==> src/rtl/lcd_timing_pkg.sv <==
/*
  Constants, register map and types for the LCD frame timing and
  alternating-drive generator.
  Assumes one clock, each cycle counted as one oscillator clock.
*/
// Summary of operation
// - duty code selects 8..64 lines, or 68
// - fixed oscillator clocks per frame per duty
// - frame mode flips polarity each frame
// - row mode flips polarity every n rows
// - n equals row-count field plus one
// - boost field picks x3, x4, x5, x2
// - waveform bit picks frame or row alternation
// - xor bit mixes row and frame polarity in row mode
// - boost clock is osc/64 or osc/32
// - reset gives x3, /64, frame mode, 68 lines, zeros
package lcd_timing_pkg;

  // ==========================================================
  // register map (byte addresses, wishbone word aligned)
  localparam logic [3:0]  ADDR_CTRL   = 4'h0;
  localparam logic [3:0]  ADDR_STATUS = 4'h4;
  localparam int          CFG_W       = 14;

  // ==========================================================
  // control field positions
  localparam int POS_DUTY  = 0;
  localparam int POS_BOOST = 4;
  localparam int POS_DIV   = 6;
  localparam int POS_WAVE  = 7;
  localparam int POS_XOR   = 8;
  localparam int POS_ROWS  = 9;

  typedef struct packed {
    logic [4:0] alt_row_count;
    logic       xor_alt_enable;
    logic       row_wave_sel;
    logic       boost_clock_div_sel;
    logic [1:0] boost_factor_sel;
    logic [3:0] duty_line_count;
  } cfg_t;

  localparam cfg_t CFG_RST = '{alt_row_count: 5'h00, xor_alt_enable: 1'b0,
                               row_wave_sel: 1'b0, boost_clock_div_sel: 1'b0,
                               boost_factor_sel: 2'h0, duty_line_count: 4'h8};

  // ==========================================================
  // frame timing
  localparam logic [3:0]  DUTY_68    = 4'h8;
  localparam logic [6:0]  LINES_68   = 7'h44;
  localparam logic [6:0]  LINE_STEP  = 7'h08;
  localparam int          FRAME_1024 = 1024;
  localparam int          FRAME_1032 = 1032;
  localparam int          FRAME_1040 = 1040;
  localparam int          FRAME_1008 = 1008;
  localparam int          FRAME_1088 = 1088;

  // ==========================================================
  // booster
  localparam logic [4:0]  HALF_DIV64 = 5'h1F;
  localparam logic [4:0]  HALF_DIV32 = 5'h0F;
  localparam logic [2:0]  MULT_X2    = 3'h2;
  localparam logic [2:0]  MULT_X3    = 3'h3;
  localparam logic [2:0]  MULT_X4    = 3'h4;
  localparam logic [2:0]  MULT_X5    = 3'h5;

endpackage : lcd_timing_pkg

==> src/rtl/lcd_frame_ac_drive_timing.sv <==
/*
  Frame timing, alternating-drive polarity and booster clock generator,
  with a classic wishbone register slave.
  Assumes clk is the oscillator clock and the bus master is on clk.
*/
`timescale 1ns/1ps
module lcd_frame_ac_drive_timing (
  input  wire logic        clk,
  input  wire logic        nrst,
  input  wire logic        wb_cyc_i,
  input  wire logic        wb_stb_i,
  input  wire logic        wb_we_i,
  input  wire logic [3:0]  wb_adr_i,
  input  wire logic [3:0]  wb_sel_i,
  input  wire logic [31:0] wb_dat_i,
  output logic      [31:0] wb_dat_o,
  output logic             wb_ack_o,
  output logic      [6:0]  com_line,
  output logic             frame_start,
  output logic             line_start,
  output logic             ac_polarity,
  output logic      [2:0]  booster_mult,
  output logic             boost_clk
);

  // ==========================================================
  // decode functions
  function automatic logic [6:0] lines_of(input logic [3:0] d);
    lines_of = (d >= lcd_timing_pkg::DUTY_68) ? lcd_timing_pkg::LINES_68
             : 7'((d[2:0] + 4'h1) * lcd_timing_pkg::LINE_STEP);
  endfunction : lines_of

  function automatic logic [10:0] frame_of(input logic [3:0] d);
    unique case (d)
      4'h2:       frame_of = 11'(lcd_timing_pkg::FRAME_1032);
      4'h4:       frame_of = 11'(lcd_timing_pkg::FRAME_1040);
      4'h5, 4'h6: frame_of = 11'(lcd_timing_pkg::FRAME_1008);
      4'h0, 4'h1, 4'h3, 4'h7: frame_of = 11'(lcd_timing_pkg::FRAME_1024);
      default:    frame_of = 11'(lcd_timing_pkg::FRAME_1088);
    endcase
  endfunction : frame_of

  // 1/8 duty needs 128 clocks per line, one bit more than a line number
  function automatic logic [7:0] cpl_of(input logic [3:0] d);
    cpl_of = 8'(frame_of(d) / 11'(lines_of(d)));
  endfunction : cpl_of

  // ==========================================================
  // register slave
  lcd_timing_pkg::cfg_t cfg_q, cfg_d;
  logic        ack_q, ack_d;
  logic [31:0] rdat_q, rdat_d;
  logic        req;
  logic [31:0] wmask;

  logic [3:0]  duty_q, duty_d;
  logic [7:0]  clk_cnt_q, clk_cnt_d;
  logic [6:0]  line_q, line_d;
  logic [4:0]  row_cnt_q, row_cnt_d, bdiv_q, bdiv_d;
  logic        frame_pol_q, frame_pol_d, row_pol_q, row_pol_d;
  logic        fstart_q, fstart_d, lstart_q, lstart_d;
  logic        ac_q, ac_d, bclk_q, bclk_d;
  logic [2:0]  mult_q, mult_d;
  logic        line_end, frame_end;

  assign req = wb_cyc_i & wb_stb_i;

  always_comb begin
    for (int i = 0; i < 4; i++) begin
      wmask[8*i +: 8] = {8{wb_sel_i[i]}};
    end
    cfg_d  = cfg_q;
    ack_d  = req & ~ack_q;
    rdat_d = rdat_q;
    if (req && !ack_q) begin
      unique case (wb_adr_i)
        lcd_timing_pkg::ADDR_CTRL:   rdat_d = {18'h0, cfg_q};
        lcd_timing_pkg::ADDR_STATUS: rdat_d = {18'h0, ac_q, row_pol_q, frame_pol_q,
                                               duty_q, line_q};
        default:                     rdat_d = 32'h0;
      endcase
    end
    if (req && ack_q && wb_we_i && wb_adr_i == lcd_timing_pkg::ADDR_CTRL) begin
      cfg_d = lcd_timing_pkg::cfg_t'(((cfg_q & ~wmask[lcd_timing_pkg::CFG_W-1:0])
            | (wb_dat_i[lcd_timing_pkg::CFG_W-1:0] & wmask[lcd_timing_pkg::CFG_W-1:0])));
    end
  end

  always_ff @(posedge clk) begin
    if (!nrst) begin
      cfg_q  <= lcd_timing_pkg::CFG_RST;
      ack_q  <= 1'b0;
      rdat_q <= 32'h0;
    end else begin
      cfg_q  <= cfg_d;
      ack_q  <= ack_d;
      rdat_q <= rdat_d;
    end
  end

  // ==========================================================
  // frame and polarity timing
  always_comb begin
    line_end    = (clk_cnt_q == cpl_of(duty_q) - 8'h1);
    frame_end   = line_end && (line_q == lines_of(duty_q) - 7'h1);
    clk_cnt_d   = line_end ? 8'h0 : 8'(clk_cnt_q + 8'h1);
    line_d      = frame_end ? 7'h0 : (line_end ? 7'(line_q + 7'h1) : line_q);
    duty_d      = frame_end ? cfg_q.duty_line_count : duty_q;
    frame_pol_d = frame_pol_q ^ frame_end;
    row_cnt_d   = row_cnt_q;
    row_pol_d   = row_pol_q;
    if (frame_end) begin
      row_cnt_d = 5'h0;
      row_pol_d = 1'b0;
    end else if (line_end) begin
      if (row_cnt_q == cfg_q.alt_row_count) begin
        row_cnt_d = 5'h0;
        row_pol_d = ~row_pol_q;
      end else begin
        row_cnt_d = 5'(row_cnt_q + 5'h1);
      end
    end
    fstart_d = frame_end;
    lstart_d = line_end;
    if (!cfg_q.row_wave_sel) begin
      ac_d = frame_pol_d;
    end else if (cfg_q.xor_alt_enable) begin
      ac_d = row_pol_d ^ frame_pol_d;
    end else begin
      ac_d = row_pol_d;
    end
  end

  always_ff @(posedge clk) begin
    if (!nrst) begin
      duty_q      <= lcd_timing_pkg::DUTY_68;
      clk_cnt_q   <= 8'h0;
      line_q      <= 7'h0;
      row_cnt_q   <= 5'h0;
      frame_pol_q <= 1'b0;
      row_pol_q   <= 1'b0;
      fstart_q    <= 1'b0;
      lstart_q    <= 1'b0;
      ac_q        <= 1'b0;
    end else begin
      duty_q      <= duty_d;
      clk_cnt_q   <= clk_cnt_d;
      line_q      <= line_d;
      row_cnt_q   <= row_cnt_d;
      frame_pol_q <= frame_pol_d;
      row_pol_q   <= row_pol_d;
      fstart_q    <= fstart_d;
      lstart_q    <= lstart_d;
      ac_q        <= ac_d;
    end
  end

  // ==========================================================
  // booster factor and clock
  always_comb begin
    unique case (cfg_q.boost_factor_sel)
      2'h0: mult_d = lcd_timing_pkg::MULT_X3;
      2'h1: mult_d = lcd_timing_pkg::MULT_X4;
      2'h2: mult_d = lcd_timing_pkg::MULT_X5;
      2'h3: mult_d = lcd_timing_pkg::MULT_X2;
    endcase
    if (bdiv_q >= (cfg_q.boost_clock_div_sel ? lcd_timing_pkg::HALF_DIV32
                                             : lcd_timing_pkg::HALF_DIV64)) begin
      bdiv_d = 5'h0;
      bclk_d = ~bclk_q;
    end else begin
      bdiv_d = 5'(bdiv_q + 5'h1);
      bclk_d = bclk_q;
    end
  end

  always_ff @(posedge clk) begin
    if (!nrst) begin
      mult_q <= lcd_timing_pkg::MULT_X3;
      bdiv_q <= 5'h0;
      bclk_q <= 1'b0;
    end else begin
      mult_q <= mult_d;
      bdiv_q <= bdiv_d;
      bclk_q <= bclk_d;
    end
  end

  assign wb_dat_o     = rdat_q;
  assign wb_ack_o     = ack_q;
  assign com_line     = line_q;
  assign frame_start  = fstart_q;
  assign line_start   = lstart_q;
  assign ac_polarity  = ac_q;
  assign booster_mult = mult_q;
  assign boost_clk    = bclk_q;

  // ==========================================================
  // assertions
  logic [10:0] fcnt_q;
  logic        fseen_q;
  always_ff @(posedge clk) begin
    if (!nrst) begin
      fcnt_q  <= 11'h0;
      fseen_q <= 1'b0;
    end else begin
      fcnt_q  <= fstart_q ? 11'h1 : 11'(fcnt_q + 11'h1);
      fseen_q <= fseen_q | fstart_q;
    end
  end
endmodule : lcd_frame_ac_drive_timing

==> config.mk <==
export PLATFORM = sky130hd
export DESIGN_NAME = lcd_frame_ac_drive_timing
export DESIGN_NICKNAME = d
export VERILOG_FILES = /design/src/rtl/lcd_timing_pkg.sv /design/src/rtl/lcd_frame_ac_drive_timing.sv
export SDC_FILE = /design/constraint.sdc
export NUM_CORES = 1
export LEC_CHECK = 0
export BUFFER_PORTS_ARGS = -buffer_cell sky130_fd_sc_hd__clkbuf_2
export CELL_PAD_IN_SITES_DETAIL_PLACEMENT = 0
export CELL_PAD_IN_SITES_GLOBAL_PLACEMENT = 1
export CORE_MARGIN = 10
export CORE_UTILIZATION = 39
export CTS_BUF_LIST = sky130_fd_sc_hd__clkbuf_2 sky130_fd_sc_hd__clkbuf_4 sky130_fd_sc_hd__clkbuf_8
export CTS_CLUSTER_SIZE = 12
export DETAILED_ROUTE_END_ITERATION = 12
export HOLD_SLACK_MARGIN = 0.05
export PLACE_DENSITY = 0.78
export SETUP_SLACK_MARGIN = 0.5
export SYNTH_ARGS = -nofsm -noshare
export SYNTH_HDL_FRONTEND = slang
export SYNTH_SLANG_ARGS = --single-unit
==> constraint.sdc <==
create_clock -name clk -period 13.8 [get_ports clk]
set_clock_uncertainty 0.15 [all_clocks]
set_input_delay 0.69 -clock clk [delete_from_list [all_inputs] [get_ports clk]]
set_output_delay 0.69 -clock clk [all_outputs]
set_load 0.05 [all_outputs]
==> impl_metrics.csv <==
group,metric,value,unit
floorplan,core,0.0138,sq mm
critical_path,crit_slowest_cell,"a211o_4",
sta,period_minus_slack,14.50,ns
final_layout,final_common_cell,"buf_4",
final_layout,fin_nets,1051,
floorplan,ioPinCount,92,
drt,ant_nets,0,
job,drv_cap,0,
yosys,ys_types,74,
drt,drc,0,
yosys,ys.flop_type,"dfxtp_1",
final_layout,diodes,0,
global_route,antenna_found_initial,0,
drt,vias_per_cell,5.34,
place,gp_congestion,0.903,
final_layout,final_layout_size_suffix_gt1_share,47.7,%
clocking,cts_made_buffers,9,
sta,finalWorstSetupSlack,-0.697,ns
critical_path,end_kind,"register",
sta,fin_hold_ws,0.321,ns
sta,grt_setup_unrepaired,"true",
global_route,grt_max_degree,30,
floorplan,die-area,0.0192,sq mm
sta,fmax,0.0690,GHz
critical_path,path_common_cell,"buf_4",
clocking,clock_sinks,71,
sta,slew_headroom,37.2,%
place,dp_hpwl,12700,um
floorplan,die_height,139,um
drt,detail_route.wl_per_cell,16.6,um
critical_path,worst-endpoint-arrival,14.60,ns
yosys,postSynthCellCount,678,
critical_path,cp_slowest_stage_delay,0.44,ns
critical_path,path_class,"register to register",
power_and_ir_drop,power,0.000405,W
critical_path,start_kind,"register",
sta,finalHoldViolations,0,
clocking,clock_latency,0.35,ns
final_layout,mostFrequentLayoutCells,"buf_4, nor2_1, dfxtp_1",
drt,num_vias,6108,
hold_path,hp-class,"register to register",
place,port_buffers,53,
yosys,seq_area_frac_synth,25.9,%
drt,routed_wl,19000,um
global_route,gr-total-overflow,0,
yosys,ys_ff_latch,71,
sta,fin_crit_sh,105,%
yosys,syn_area_per_cell,8.08,sq um
final_layout,area_growth,59.0,%
sta,fin_setup_tns,-13.89,ns
global_route,grt_usage,18.4,%
drt,drt_iter0_drc,300,
sta,worst_slew_pin_slew,0.935,ns
run_status,status,"complete, but fails checks",
run_status,violations,"setup timing",
clocking,cts_tree,"yes",
yosys,syn_area,0.00548,sq mm
sta,setup_viol,33,
critical_path,worstPathMaxFanout,7,
floorplan,die_width,139,um
global_route,grt_pass1_vias,6200,
clocking,clk_pin_slew,0.07,ns
clocking,htree_num_levels,3,
critical_path,cp.required,13.90,ns
clocking,cts_root_buf,"clkbuf_8",
clocking,clock_path_buffers,2,
power_and_ir_drop,p_per_area,46.5,mW/mm^2
drt,dr.pass1.iters,6,
place,pre_cts_ws,-0.855,ns
yosys,ys_warn_count,0,
global_route,grt_pass1_wl,30100,um
yosys,synth_edf_count,0,
sta,drv_slew,0,
power_and_ir_drop,ir_worst_vdd,0.0589,mV
yosys,async_flop_share,0,%
power_and_ir_drop,power_leakage,3.97,nW
floorplan,num_rows,43,
floorplan,start_util,39.6,%
## kinds of logic after synthesis
group                    after synthesis  synth area share [%]
AND/OR/NAND/NOR                      252                  22.8
AO/OA/AOI/OAI                        171                  22.1
flip-flops                            71                  25.9
buffers and inverters                 64                  6.16
adder cells (fa/ha/maj)               47                  10.7
XOR/XNOR                              47                  7.65
multiplexers                          25                  4.63
other                                  1                0.0684
## where the power goes
part           internal (W)  switching, W  leakage, nW  total [W]
Sequential         0.000209    0.00000367        0.576   0.000212
Clock             0.0000771     0.0000726       0.0942   0.000150
Combinational     0.0000100     0.0000328         3.30  0.0000428
## worst max-delay path, delay by kind of cell, from the launching register on
family                   cells  cell delay (ns)
buffers and inverters       48             5.95
multiplexers                 3             0.66
flip-flops                   1             0.37
AND/OR/NAND/NOR             15             1.82
adder cells (fa/ha/maj)      6             1.33
XOR/XNOR                     1             0.14
AO/OA/AOI/OAI               23             3.92
## path summary, 6_finish.rpt
path	from	slack, ns	cells past startpoint	to
worst max-delay path	duty_q[1]	-0.70	96	register
worst min-delay path	bdiv_q[0]	0.32	1	bdiv_q[0]
worst max register to register	duty_q[1]	-0.70	96	register
worst min register to register	bdiv_q[0]	0.32	1	bdiv_q[0]
## synthesized netlist by cell type (8+ instances only)
| library cell | n | area, sq um |
|---|---|---|
| nor2_1 | 101 | 379 |
| o211ai_1 | 10 | 75.1 |
| nand3_1 | 19 | 95.1 |
| xor2_1 | 23 | 201 |
| o21a_1 | 16 | 120 |
| nor3_1 | 18 | 90.1 |
| clkbuf_1 | 17 | 63.8 |
| dfxtp_1 | 71 | 1420 |
| or2_2 | 8 | 50.1 |
| xnor2_1 | 23 | 201 |
| a21o_1 | 9 | 67.6 |
| a22oi_1 | 14 | 105 |
| or3_1 | 8 | 50.1 |
| nor2b_1 | 11 | 68.8 |
| a21oi_1 | 34 | 170 |
| a211oi_1 | 16 | 120 |
| o21ai_0 | 22 | 110 |
| o31ai_1 | 8 | 60.1 |
| mux2i_1 | 22 | 220 |
| inv_1 | 19 | 71.3 |
| buf_4 | 18 | 135 |
| nand2_1 | 38 | 143 |
| ha_1 | 47 | 588 |
## timing repair
action / CTS / global route
hold buffers: 0 / 0
buffers inserted: 88 / 16
endpoints found under the setup margin: 33 / 33
cloned: 1 / 2
pin swaps: 56 / 40
gates resized for setup: 66 / 63
## routing by layer
metal | up-vias | global-route usage (%) | part of all wire, %
met5 | - | 0 | 0
met4 | 0 | 8.55 | 3.9
met3 | 55 | 3.42 | 4.4
met2 | 154 | 32.9 | 50
met1 | 2912 | 20.6 | 42
li1 | 2987 | - | -
## per-stage QoR
step           cell area, sq um  std cells  utilization, %
2_1_floorplan              5880        695               -
3_3_place_gp               7100       1021            51.3
3_5_place_dp               7100       1021            51.3
6_report                   8720       1143            63.0
4_1_cts                    8250       1125            59.7
5_1_grt                    8720       1143            63.0
## cell type report
type                    count  area, sq um
fillers                  1149         5110
multi-input cells         560         4570
repair buffers            295         2230
flip-flops and latches     71         1430
well taps                 180          225
clock buffers              14          168
inverters                  22         92.6
clock inverters             1         5.00
Power figures use the tool's default switching activity.
